===== config.mk =====
export PLATFORM = sky130hd
export DESIGN_NAME = dtsf_formatter
export DESIGN_NICKNAME = d
export VERILOG_FILES = /design/src/core/dtsf_formatter.v
export VERILOG_INCLUDE_DIRS = /design/src /design/src/pkg
export SDC_FILE = /design/constraint.sdc
export NUM_CORES = 1
export LEC_CHECK = 0
export ABC_AREA = 1
export BUFFER_PORTS_ARGS = -buffer_cell sky130_fd_sc_hd__buf_2
export CORE_MARGIN = 2
export CORE_UTILIZATION = 55
export DETAILED_ROUTE_END_ITERATION = 7
export PLACE_DENSITY = 0.74
export SKIP_LAST_GASP = 1
export SYNTH_ARGS = -nofsm -noshare
export SYNTH_HDL_FRONTEND = slang
export SYNTH_SLANG_ARGS = --single-unit

===== constraint.sdc =====
create_clock -name clk -period 5.2 [get_ports clk]
set_clock_uncertainty 0.2 [all_clocks]
set_input_delay 1.04 -clock clk [delete_from_list [all_inputs] [get_ports clk]]
set_output_delay 1.04 -clock clk [all_outputs]
set_load 0.02 [all_outputs]

===== src/pkg/dtsf_map.vh =====
`ifndef DTSF_MAP_VH
`define DTSF_MAP_VH
// Byte time 960 ns; index mark two bytes, sector mark one byte
`define DTSF_CLK_NS 20
`define DTSF_BYTE_NS 960
`define DTSF_BYTE_CYC (`DTSF_BYTE_NS / `DTSF_CLK_NS)
`define DTSF_IDX_NS 1920
`define DTSF_IDX_BYTES 2'h2
`define DTSF_SEC_NS 960
`define DTSF_SEC_BYTES 1
// Track length in bytes per revolution (plain default)
`define DTSF_TRACK_BYTES 16'h5000
// Overhead bytes per sector: mark, gaps, address field, data sync, CRC, fill
`define DTSF_SEC_OVH 16'h003D
// Space ahead of first sector: index, gap1, skip record
`define DTSF_HDR_BYTES 16'h0027
`define DTSF_SIZE_W 3
`define DTSF_SIZE_RST 3'h2
`define DTSF_CYL_ZERO 10'h000
// Sequence-up states
`define DTSF_ST_IDLE 3'h0
`define DTSF_ST_SPIN 3'h1
`define DTSF_ST_SIZE 3'h2
`define DTSF_ST_HOME 3'h3
`define DTSF_ST_RDY 3'h4
`endif


===== src/core/dtsf_formatter.v =====
// Overview of operation
// - Track zero is outermost; track numbers rise toward the hub.
// - Index mark pulse of two byte times, once per revolution.
// - Sector-size switches are sampled only during sequence-up.
// - Sector mark pulse of one byte time at each sector start.
// - Byte counter restarts on each index pulse.
// - Spin up, then read size, home heads, then set ready and clear busy on the same clock.
`timescale 1ns/1ns
`include "dtsf_map.vh"
`default_nettype none
module dtsf_formatter (
  // Clock and reset
  input wire clk,
  input wire rst_n,
  // Servo and drive status pins
  input wire servo_index_in,
  input wire spindle_at_speed_in,
  input wire heads_at_zero_in,
  input wire [`DTSF_SIZE_W-1:0] size_switch_in,
  // Commands from controller
  input wire seq_up_in,
  input wire seq_down_in,
  // Marks and status
  output reg index_mark_r,
  output reg sector_mark_r,
  output reg ready_r,
  output reg busy_r,
  output reg spindle_on_r,
  output reg home_req_r,
  output reg [`DTSF_SIZE_W-1:0] sector_size_r,
  output reg [7:0] sector_num_r,
  output reg [9:0] cylinder_r
);
  // Sector span bytes: 128 shifted by switch code, plus overhead
  function [15:0] sec_span;
    input [`DTSF_SIZE_W-1:0] code;
    begin
      sec_span = (16'h0080 << code) + `DTSF_SEC_OVH;
    end
  endfunction

  // Two-flop synchronisers, one per pin
  reg [1:0] idx_s;
  reg [1:0] spd_s;
  reg [1:0] hz_s;
  reg [1:0] up_s;
  reg [1:0] dn_s;
  reg [`DTSF_SIZE_W-1:0] sw_s1;
  reg [`DTSF_SIZE_W-1:0] sw_s2;
  reg idx_d;

  always @(posedge clk or negedge rst_n) begin
    if (!rst_n) begin
      idx_s <= 2'h0;
      idx_d <= 1'b0;
    end else begin
      idx_s <= {idx_s[0], servo_index_in};
      idx_d <= idx_s[1];
    end
  end
  // Index pin idles low, so reset leaves no false edge
  wire idx_rise = idx_s[1] & ~idx_d;

  always @(posedge clk or negedge rst_n) begin
    if (!rst_n) begin
      spd_s <= 2'h0;
    end else begin
      spd_s <= {spd_s[0], spindle_at_speed_in};
    end
  end

  always @(posedge clk or negedge rst_n) begin
    if (!rst_n) begin
      hz_s <= 2'h0;
    end else begin
      hz_s <= {hz_s[0], heads_at_zero_in};
    end
  end

  always @(posedge clk or negedge rst_n) begin
    if (!rst_n) begin
      up_s <= 2'h0;
    end else begin
      up_s <= {up_s[0], seq_up_in};
    end
  end

  always @(posedge clk or negedge rst_n) begin
    if (!rst_n) begin
      dn_s <= 2'h0;
    end else begin
      dn_s <= {dn_s[0], seq_down_in};
    end
  end

  // Switches are static in use; no gray code needed
  always @(posedge clk or negedge rst_n) begin
    if (!rst_n) begin
      sw_s1 <= 3'h0;
      sw_s2 <= 3'h0;
    end else begin
      sw_s1 <= size_switch_in;
      sw_s2 <= sw_s1;
    end
  end

  // Sequence-up controller
  reg [2:0] st_r, st_nxt;
  always @* begin
    st_nxt = st_r;
    case (st_r)
      `DTSF_ST_IDLE: if (up_s[1]) st_nxt = `DTSF_ST_SPIN;
      `DTSF_ST_SPIN: if (spd_s[1]) st_nxt = `DTSF_ST_SIZE;
      `DTSF_ST_SIZE: st_nxt = `DTSF_ST_HOME;
      `DTSF_ST_HOME: if (hz_s[1]) st_nxt = `DTSF_ST_RDY;
      `DTSF_ST_RDY: st_nxt = `DTSF_ST_RDY;
      default: st_nxt = `DTSF_ST_IDLE;
    endcase
    if (dn_s[1]) st_nxt = `DTSF_ST_IDLE;
  end
  always @(posedge clk or negedge rst_n) begin
    if (!rst_n) begin
      st_r <= `DTSF_ST_IDLE;
      sector_size_r <= `DTSF_SIZE_RST;
      ready_r <= 1'b0;
      busy_r <= 1'b0;
      spindle_on_r <= 1'b0;
      home_req_r <= 1'b0;
      cylinder_r <= `DTSF_CYL_ZERO;
    end else begin
      st_r <= st_nxt;
      // Switch changes ignored outside this one state
      if (st_r == `DTSF_ST_SIZE)
        sector_size_r <= sw_s2;
      spindle_on_r <= (st_nxt != `DTSF_ST_IDLE);
      home_req_r <= (st_nxt == `DTSF_ST_HOME);
      if (st_r == `DTSF_ST_HOME && hz_s[1])
        cylinder_r <= `DTSF_CYL_ZERO;
      ready_r <= (st_nxt == `DTSF_ST_RDY);
      busy_r <= (st_nxt != `DTSF_ST_IDLE) && (st_nxt != `DTSF_ST_RDY);
    end
  end

  // Byte clock and byte counter restarted by index
  reg [5:0] cyc_r;
  reg [15:0] byte_r;
  reg [15:0] sec_left_r;
  reg in_sectors_r;
  reg [1:0] idx_left_r;
  wire byte_tick = (cyc_r == `DTSF_BYTE_CYC - 1);
  wire [15:0] span = sec_span(sector_size_r);
  // Only whole sectors get marks; the tail is gap three
  wire room = (byte_r + span) <= `DTSF_TRACK_BYTES;
  // A mark never starts in the cycle that ready drops
  wire mark_ok = ready_r & ~dn_s[1];

  always @(posedge clk or negedge rst_n) begin
    if (!rst_n) begin
      cyc_r <= 6'h00;
      byte_r <= 16'h0000;
    end else if (idx_rise) begin
      cyc_r <= 6'h00;
      byte_r <= 16'h0000;
    end else begin
      cyc_r <= byte_tick ? 6'h00 : cyc_r + 6'h01;
      if (byte_tick)
        byte_r <= byte_r + 16'h0001;
    end
  end

  // Index mark lasts two byte times
  always @(posedge clk or negedge rst_n) begin
    if (!rst_n) begin
      idx_left_r <= 2'h0;
      index_mark_r <= 1'b0;
    end else if (idx_rise) begin
      idx_left_r <= `DTSF_IDX_BYTES - 2'h1;
      index_mark_r <= mark_ok;
    end else if (byte_tick) begin
      if (idx_left_r != 2'h0)
        idx_left_r <= idx_left_r - 2'h1;
      else
        index_mark_r <= 1'b0;
    end
  end

  // Sector marks counted from the index
  always @(posedge clk or negedge rst_n) begin
    if (!rst_n) begin
      sec_left_r <= 16'h0000;
      in_sectors_r <= 1'b0;
      sector_mark_r <= 1'b0;
      sector_num_r <= 8'h00;
    end else if (idx_rise) begin
      sec_left_r <= `DTSF_HDR_BYTES;
      in_sectors_r <= 1'b0;
      sector_mark_r <= 1'b0;
      sector_num_r <= 8'h00;
    end else begin
      if (byte_tick) begin
        sector_mark_r <= 1'b0;
        if (sec_left_r > 16'h0001) begin
          sec_left_r <= sec_left_r - 16'h0001;
        end else if (sec_left_r == 16'h0001) begin
          if (room && mark_ok) begin
            sector_mark_r <= 1'b1;
            sec_left_r <= span;
            if (in_sectors_r)
              sector_num_r <= sector_num_r + 8'h01;
            in_sectors_r <= 1'b1;
          end else begin
            sec_left_r <= 16'h0000;
          end
        end
      end
    end
  end
endmodule
`default_nettype wire


==> summary.txt, run 1 <==
Floorplanning
  – Std cell rows: 33
  – Die Ht: 95.6 microns
  – Starting Density: 0.564
  – Die width: 95.6 microns
  – Core region area: 8180 sq um
  – Die area: 9140 sq um
  – I/O pins: 37

Hold path
  – Min-Delay Path Class: reg -> reg

Final layout
  – FILL cells: 731
  – Final non-filler cell total: 748
  – Share of cells above drive strength 1: 0.140
  – Nets: 663
  – Area growth syn-to-layout: 9.38%
  – Ant. Diodes: 0

Timing
  – Total negative slack: 0 ps
  – Final setup fails: 0
  – Count of pins over their slew limit: 0
  – Post-route minimum period: 3130 ps
  – Least-Margin Pin Slew: 964 ps
  – Final worst-path cycle share: 0.602
  – Fmax: 319 MHz
  – Final hold vios: 0
  – Slew HR: 0.358
  – RSZ-0062 raised after global routing: no

Power and ir drop
  – Int Power: 1.02 mW
  – Power density cells: 295 nW/um^2
  – Combinational power share: 0.190
  – Clock power frac: 0.346
  – Leakage: 2.63 nW
  – Switching power: 470 uW
  – Sw Ratio: 0.316
  – Max IR drop VDD: 205 uV
  – Sequential Power Share: 0.464

Clock tree
  – Htree depth: 3
  – Clock slew at reported path FFs: 80 ps
  – Setup bufs post-CTS: 0
  – Clock sinks: 78
  – Clk_lat worst skew: 360 ps
  – # resized after CTS: 0
  – TritonCTS Buffers: 9
  – CTS Root Cell: clkbuf_8
  – CTS tree: done
  – Clock tree buffer depth: 2
  – Post-CTS Hold Fix Bufs: 0

Worst setup path
  – Crit path capture: sector_num_r[0]
  – R2R Path End: sector_num_r[0]
  – CP most frequent cell: nand2_1
  – Biggest cell delay along the critical path: 590 ps
  – CP required: 5250 ps
  – Worst Path Max Fanout: 9
  – Crit Path Class: reg -> reg
  – Reg2reg start: sector_size_r[1]
  – R2r setup slk: 2070 ps
  – CP Launch Point: sector_size_r[1]
  – Startpoint types: register
  – CP arrival: 3180 ps
  – Worst-path cell chain: inv_1 -> nor3_1 -> ha_1 -> a21oi_1 -> nand2_1 -> a21oi_1 -> nand3_1 -> nand2_1 -> nand2_1 -> nor2_1 -> nand2_1 -> nand2_2 -> nand3_4 -> nand2_4 -> nand2_4 -> nand2_1 -> nand2_1
  – Critical path's slowest cell: dfstp_2
  – Setup crit end kind: register
  – R2R cell count: 17

Job
  – Max cap viols: 0

GRT
  – Pin count of the biggest net entering global routing: 79
  – First-pass GRT wire length: 17500 microns
  – Vias in the first global route: 3861
  – Initial antenna violation count: 0
  – Total gr overflow: 0
  – Gr usage total: 0.247

Synth
  – Commonest cells in the synthesized netlist: nand2_1, dfrtp_1, inv_1, nor2_1, nand3_1
  – Synth area leaders: dfrtp_1, nand2_1, inv_1, nor2_1, nand3_1
  – Post-synthesis register bit count: 78
  – Synth cell types: 43
  – YS warnings: 0
  – Cells after Synth: 606
  – Share of the synthesized area in the top cell type: 0.418
  – Area of the mapped netlist: 4610 sq um
  – Synth Flop Type: dfrtp_1
  – Post-synth top area cell: dfrtp_1
  – Seq/Total Area, Yosys: 0.423
  – Most common cell in the netlist: nand2_1
  – Async S/R FF share, synth: 1.00
  – Synthesized area per cell: 7.61 sq um
  – Number of synthesized flops with an enable pin: 0

Route
  – TritonRoute pass-1 iters: 5
  – # DRC: 0
  – DRT iter0 DRCs: 249
  – Via density: 5.41
  – WL per Instance: 13.8 microns
  – WL final: 10300 microns
  – Vias: 4043
  – Remaining antenna violation count after routing: 0

Placement
  – Global placer's final weighted congestion: 0.933
  – Post-DP HPWL: 7800 microns
  – Port Buf Inserts: 26
  – Placed insts: 732

Status
  – Outcome: completed
[logic make-up after synthesis]
logic type | Yosys count | share of synthesized area
adders and majority gates | 15 | 0.0407
and+or+nand+nor | 320 | 0.319
buffers and inverters | 98 | 0.0895
xor gates and xnor gates | 10 | 0.0190
AOI/OAI and AO/OA | 84 | 0.108
DFF | 78 | 0.423
other | 1 | 0.000813
[area by class of cell]
type	instances	area, sq um	area share
Clock inverter	7	105	0.0208
Tap cell	105	131	0.0260
Inverter	83	312	0.0617
Timing Repair Buffer	27	140	0.0278
Multi-Input combinational cell	439	2280	0.452
Clock buffer	9	124	0.0245
Sequential cell	78	1950	0.387
[worst min path at each step]
stage | from | to | slack (ps) | depth (start not counted)
finish | sw_s1[0] | sw_s2[0] | 160 | 0
global route | sw_s1[2] | sw_s2[2] | 160 | 0
CTS | idx_s[0] | idx_s[1] | 160 | 0
detailed placement | sw_s1[0] | sw_s2[0] | 140 | 0
global placement | spd_s[0] | spd_s[1] | 130 | 0
floorplan | dn_s[0] | dn_s[1] | 130 | 0
[metrics by stage]
| step | utilization | area (sq um) | total power [mW] | hold WS (ps) | setup slack, ps |
|---|---|---|---|---|---|
| floorplan | - | 4650 | 0.902 | 131 | 2530 |
| global placement | 0.589 | 4820 | 0.975 | 134 | 2110 |
| detailed placement | 0.589 | 4820 | 0.982 | 140 | 2080 |
| CTS | 0.617 | 5050 | 1.49 | 159 | 2070 |
| global route | 0.617 | 5050 | 1.57 | 164 | 1810 |
| finish | 0.617 | 5050 | 1.49 | 156 | 2070 |
[cells in the final DEF, fill, tap and decap left out, types with 5 or more instances in the layout]
cell	netlist	routed
nor2_1	75	75
clkbuf_8	0	9
o21ai_2	10	10
dfrtp_1	77	77
nor3_1	18	18
nand3_1	42	42
buf_2	3	25
ha_1	15	15
conb_1	1	10
inv_1	75	75
nor2_2	5	5
inv_2	8	8
a21oi_1	32	32
nand4_1	9	9
xor2_1	6	6
nand2_1	145	145
nand2_2	6	6
o22ai_1	6	6
o21ai_0	21	21
[registers in the layout (all words and copies together) (netlist names), 3 cells and up]
name / cells
st_r: 3
sector_size_r: 3
sector_num_r: 8
cyc_r: 6
sw_s1: 3
sec_left_r: 16
sw_s2: 3
byte_r: 16
[per-layer routing]
metal  vias up  part of all wire  global-route usage
li1       2008                 -                   -
met1      1886              0.46               0.336
met2       130              0.47               0.399
met3        19             0.050              0.0411
met4         0             0.018              0.0917
met5         -                 0                   0
[worst max-delay path, delay by kind of cell, from the launching register on]
kind / cells / cell delay, ps
and+or+nand+nor: 13 / 1420
DFF: 1 / 590
AOI/OAI and AO/OA: 2 / 370
adders and majority gates: 1 / 340
buffers and inverters: 1 / 100
[power groups by stage]
stage / combinational [mW] / clock (mW) / sequential (mW)
finish: 0.283 / 0.515 / 0.691
CTS: 0.282 / 0.523 / 0.690
floorplan: 0.188 / 0 / 0.713
detailed placement: 0.281 / 0 / 0.702
global placement: 0.275 / 0 / 0.699
global route: 0.319 / 0.552 / 0.698
(Power assumes the default switching activity.)
==> inputs of run 2 (changes only) <==
PLACE_DENSITY = 0.77   (was 0.74)
clock period = 2.6 ns   (was 5.2 ns; I/O delays follow)
==> summary.txt, run 2 (synthesis results as in run 1) <==
Power and ir drop
  – Leakage: 2.96 nW (+13%)
  – Max IR drop VDD: 631 uV (+210%)
  – Overall Power: 3.56 mW (+140%)
  – Power density cells: 615 nW/um^2 (+110%)

Route
  – Via density: 5.55 (+2.7%)
  – Vias: 4440 (+9.8%)
  – WL final: 12100 microns (+17%)
  – TritonRoute pass-1 iters: 7 (+2)
  – Remaining antenna violation count after routing: 0 (unchanged)
  – # DRC: 0 (unchanged)
  – DRT iter0 DRCs: 265 (+6.4%)
  – WL per Instance: 15.2 microns (+9.8%)

Placement
  – Post-place setup slack: -416 ps (-2500 ps)
  – Port Buf Inserts: 26 (unchanged)
  – Post-DP HPWL: 8060 microns (+3.4%)
  – Global placer's final weighted congestion: 0.901 (-3.4%)

Worst setup path
  – Crit Path Class: reg -> reg
  – CP Launch Point: sector_size_r[1]
  – CP required: 2650 ps (-2600 ps)
  – CP most frequent cell: nand2_1
  – Worst Path Buf+Inv: 2 (+1)
  – Reg2reg start: sector_size_r[1]
  – Critical path's slowest cell: dfstp_2
  – Biggest cell delay along the critical path: 630 ps (+40 ps)
  – Worst Path Max Fanout: 8 (-1)
  – Top delay family on crit path: simple AND/OR/NAND/NOR gates
  – Startpoint types: register
  – Setup crit end kind: register
  – CP arrival: 3000 ps (-180 ps)
  – Worst-path cell chain: buf_4 -> buf_6 -> nor3_4 -> ha_4 -> nand2_4 -> nor2_4 -> nand3_2 -> nand3_1 -> nand2_1 -> nand2_1 -> nand2_1 -> nor2_1 -> nand2_1 -> nand2_2 -> nand3_4 -> nand2_4 -> nand2_4 -> nand2_2 -> nand2_1

Clock tree
  – Clock tree buffer depth: 2 (unchanged)
  – CTS tree: done
  – Clock sinks: 78 (unchanged)
  – CTS Root Cell: clkbuf_8
  – Clk_lat worst skew: 360 ps (about the same)
  – TritonCTS Buffers: 9 (unchanged)
  – Htree depth: 3 (unchanged)
  – Clock slew at reported path FFs: 90 ps (about the same)

Final layout
  – Biggest regs: byte_r (16), sec_left_r (16), sector_num_r (8)
  – Most frequent cells in the layout: nand2_1, dfrtp_1, inv_1
  – Most common cell after layout, fill and taps aside: nand2_1
  – Share of cells above drive strength 1: 0.295 (+0.155)
  – Ant. Diodes: 0 (unchanged)
  – FILL cells: 582 (-20%)
  – Area growth syn-to-layout: 25.5%
  – Layout Utilization: 0.708 (+0.0908)
  – Nets: 715 (+7.8%)

GRT
  – Pin count of the biggest net entering global routing: 35 (-56%)
  – First-pass GRT wire length: 19600 microns (+13%)
  – M1 GR Usage: 0.336 (+0.000523)
  – Vias in the first global route: 4352 (+13%)
  – Gr usage total: 0.280 (+0.0325)
  – Initial antenna violation count: 0 (unchanged)
  – GRT met2 Usage: 0.484 (+0.0845)
  – Gr busiest metal: met2
  – Total gr overflow: 0 (unchanged)
  – Met3 Use GR: 0.0593 (+0.0182)

Timing
  – Final hold vios: 0 (unchanged)
  – Count of pins over their slew limit: 0 (unchanged)
  – Final worst-path cycle share: 1.13 (+0.529)
  – Fmax: 340 MHz (+6.4%)
  – Final WS setup: -342 ps (-2410 ps)
  – Post-route minimum period: 2940 ps (-189 ps)
  – Final setup fails: 23 (+23)
  – Total negative slack: -6520 ps (-6520 ps)
  – Least-Margin Pin Slew: 554 ps (-410 ps)
  – Final hold slack: 59.1 ps (-96.6 ps)
  – RSZ-0062 raised after global routing: yes
  – Slew HR: 0.629 (+0.272)

Floorplanning
  – Core region area: 8180 sq um (unchanged)
  – I/O pins: 37 (unchanged)
  – Die area: 9140 sq um (unchanged)
  – Die width: 95.6 microns (unchanged)
  – Die Ht: 95.6 microns (unchanged)
  – Starting Density: 0.564 (unchanged)
  – Std cell rows: 33 (unchanged)

Hold path
  – Min-Delay Path Class: in -> reg
  – Hold Crit Start: spindle_at_speed_in

Status
  – Outcome: complete, but fails checks
  – Failing checks: setup timing

Job
  – Max cap viols: 0 (unchanged)
## run 2: layout make-up
class | count | area (sq um) | share of cell area
clock buffers | 9 | 124 | 0.0214
clock inverters | 7 | 73.8 | 0.0128
inverters | 83 | 317 | 0.0547
multi-input cells | 440 | 2640 | 0.456
flip-flops and latches | 78 | 1960 | 0.338
well taps | 105 | 131 | 0.0227
repair buffers | 78 | 549 | 0.0949
## run 2: repair_timing
| item | 4_1_cts | 5_1_grt |
|---|---|---|
| resized for setup | 58 | 19 |
| endpoints found under the hold margin | 30 | 0 |
| setup endpoints to repair | 23 | 26 |
| hold buffers | 1 | 0 |
| pin swaps | 27 | 10 |
| gates cloned | 1 | 0 |
| buffers inserted | 13 | 4 |
## run 2: worst reg2reg max path, delay by kind of cell, from the launching register on
family,cells,cell delay [ps]
fa+ha+maj,1,320
simple gates,16,1460
buf+inv,2,230
flops,1,630
## run 2: metal layers
layer / wire, microns / share of wire
met5: 0 / 0
met1: 4960 / 0.41
met4: 366 / 0.030
met3: 718 / 0.059
met2: 6080 / 0.50
## run 2: final timing paths
check | to | slack (ps) | cells after the start
setup / recovery | sector_num_r[1] | -340 | 19
setup reg to reg | sector_num_r[1] | -340 | 19
min in group asynchronous | sec_left_r[2] | 430 | 2
hold reg to reg | spd_s[1] | 160 | 0
max in group asynchronous | sector_num_r[0] | 1170 | 3
hold / removal | spd_s[0] | 60 | 1
## run 2: through the flow
step / instance area (sq um) / cells
detailed placement: 5090 / 765
finish: 5790 / 800
global placement: 5090 / 765
global route: 5790 / 800
CTS: 5680 / 796
floorplan: 4670 / 615
## run 2: power breakdown
group	total, mW	internal (mW)	switching [mW]
logic	1.27	0.594	0.676
clock network	0.901	0.380	0.521
registers	1.39	1.30	0.0829
==> inputs of run 3 (changes only) <==
--- a/constraint.sdc
+++ b/constraint.sdc
@@ -4,2 +4,2 @@
 set_output_delay 0.52 -clock clk [all_outputs]
-set_load 0.02 [all_outputs]
+set_load 0.005 [all_outputs]
==> summary.txt, run 3 (synthesis results as in run 1) <==
Timing
  – RSZ-0062 raised after global routing: yes
  – Final hold vios: 0 (unchanged)
  – Final setup fails: 23 (unchanged)
  – Final worst-path cycle share: 1.10 (-0.0290)
  – Fmax: 349 MHz (+2.6%)
  – Post-route minimum period: 2870 ps (-75.4 ps)
  – Least-Margin Pin Slew: 555 ps (+0.923 ps)
  – Final WS setup: -266 ps (+75.4 ps)
  – Count of pins over their slew limit: 0 (unchanged)
  – Slew HR: 0.630 (about the same)

Route
  – TritonRoute pass-1 iters: 5 (-2)
  – # DRC: 0 (unchanged)
  – WL per Instance: 14.7 microns (-3.0%)
  – DRT iter0 DRCs: 488 (+84%)
  – Remaining antenna violation count after routing: 0 (unchanged)
  – Via density: 5.47 (-1.5%)
  – Vias: 4352 (-2.0%)
  – WL final: 11700 microns (-3.5%)

Hold path
  – WHS Path Cells: 1 (unchanged)
  – Min-Delay Path Class: in -> reg
  – Hold Crit Start: seq_down_in
  – Hold endpoint: dn_s[0]

Clock tree
  – CTS Root Cell: clkbuf_8
  – Clock tree buffer depth: 2 (unchanged)
  – TritonCTS Buffers: 9 (unchanged)
  – Htree depth: 3 (unchanged)
  – Clock sinks: 78 (unchanged)
  – Clock slew at reported path FFs: 90 ps (about the same)
  – Clk_lat worst skew: 360 ps (about the same)
  – CTS tree: done

Final layout
  – FF/Latch Area: 1950 sq um (about the same)
  – Ant. Diodes: 0 (unchanged)
  – Biggest regs: byte_r (16), sec_left_r (16), sector_num_r (8)
  – Area of the multi-input gates: 2580 sq um (-2.0%)
  – Most common cell after layout, fill and taps aside: nand2_1
  – Area growth syn-to-layout: 24.2%
  – FILL cells: 620 (+6.5%)
  – Nets: 711 (-0.56%)
  – Share of cells above drive strength 1: 0.272 (-0.0229)
  – Most frequent cells in the layout: nand2_1, dfrtp_1, inv_1

Placement
  – Post-place setup slack: -350 ps (+66.0 ps)
  – Global placer's final weighted congestion: 0.869 (-3.6%)
  – Port Buf Inserts: 26 (unchanged)
  – Post-DP HPWL: 7780 microns (-3.5%)

Floorplanning
  – Die width: 95.6 microns (unchanged)
  – I/O pins: 37 (unchanged)
  – Die area: 9140 sq um (unchanged)
  – Die Ht: 95.6 microns (unchanged)
  – Starting Density: 0.564 (unchanged)
  – Core region area: 8180 sq um (unchanged)
  – Std cell rows: 33 (unchanged)

Worst setup path
  – Setup crit end kind: register
  – Crit Path Class: reg -> reg
  – Startpoint types: register
  – R2r setup slk: -270 ps (+80 ps)
  – CP arrival: 2920 ps (-80 ps)
  – CP Launch Point: sector_size_r[1]
  – R2R cell count: 18 (-1)
  – Worst Path Max Fanout: 5 (-3)
  – CP required: 2650 ps (about the same)
  – Reg2reg start: sector_size_r[1]
  – R2R Path End: sec_left_r[2]

GRT
  – Vias in the first global route: 4027 (-7.5%)
  – Total gr overflow: 0 (unchanged)
  – Pin count of the biggest net entering global routing: 55 (+57%)
  – Initial antenna violation count: 0 (unchanged)
  – First-pass GRT wire length: 18900 microns (-3.7%)
  – Gr usage total: 0.268 (-0.0116)

Status
  – Outcome: complete, but fails checks
  – Failing checks: setup timing

Power and ir drop
  – Power density cells: 616 nW/um^2 (+0.24%)
  – Leakage: 2.89 nW (-2.5%)
  – Overall Power: 3.53 mW (-0.78%)
  – Max IR drop VDD: 679 uV (+7.7%)

Job
  – Max cap viols: 0 (unchanged)
[run 3: cell count changes in the layout (fill, tap and decap cells not counted), sizes merged]
cell      delta
bufinv       +2
inv          -2
clkinv       -1
clkinvlp     +1
buf          -5
nand2        +1
[run 3: routing by layer]
metal / track usage / part of all wire
met5: 0 / 0
met3: 0.0372 / 0.055
met4: 0.0821 / 0.018
met2: 0.447 / 0.49
met1: 0.364 / 0.44
[run 3: through the flow]
step	utilization	std cells	TNS [ps]	hold slack (ps)	cell area, sq um
finish	0.701	796	-4330	58.6	5730
global route	0.701	796	-9040	42.6	5730
CTS	0.678	785	-2000	52.7	5540
detailed placement	0.616	760	-6800	135	5040
global placement	0.616	760	-4950	135	5040
floorplan	-	615	0	24.4	4650
[run 3: cell type report]
type	instances	area share
clock buffer	9	0.0216
clock inverter	7	0.0179
inverter	83	0.0553
multi-input combinational	441	0.451
sequential	78	0.341
tap	105	0.0229
timing repair buffer	73	0.0902
[run 3: timing repair]
| item | CTS | global route |
|---|---|---|
| hold buffers | 1 | 0 |
| buffers inserted | 7 | 10 |
| setup endpoints to repair | 23 | 26 |
| resized for setup | 49 | 17 |
| pin swaps | 10 | 12 |
| cloned | 1 | 1 |
| endpoints found under the hold margin | 24 | 0 |
[run 3: how the worst max path moves through the flow]
stage                      endpoint
global route        sector_num_r[0]
CTS                 sector_num_r[1]
detailed placement  sector_num_r[3]
floorplan           sector_num_r[4]
global placement    sector_num_r[7]
finish                sec_left_r[2]
[run 3: worst max-delay path, cell delays in order, from the launching register on]
cell and delay [ps]:
dfstp_2 620, inv_6 80, nor3_4 230, ha_4 250
a21oi_2 170, nand2_2 90, nor2_1 110, nand2_1 70
nand3_1 70, nand2_1 70, nand2_1 60, nor2_1 40
nand2_1 60, nand2_2 100, buf_12 140, nand2_4 80
nand3_1 130, nand3_1 130, nand2_1 60
[run 3: report_power, final]
group,leakage (nW),total (mW),internal (mW),switching (mW)
Combinational,1.76,1.10,0.537,0.560
Sequential,1.02,1.39,1.30,0.0905
Clock,0.111,1.04,0.552,0.488
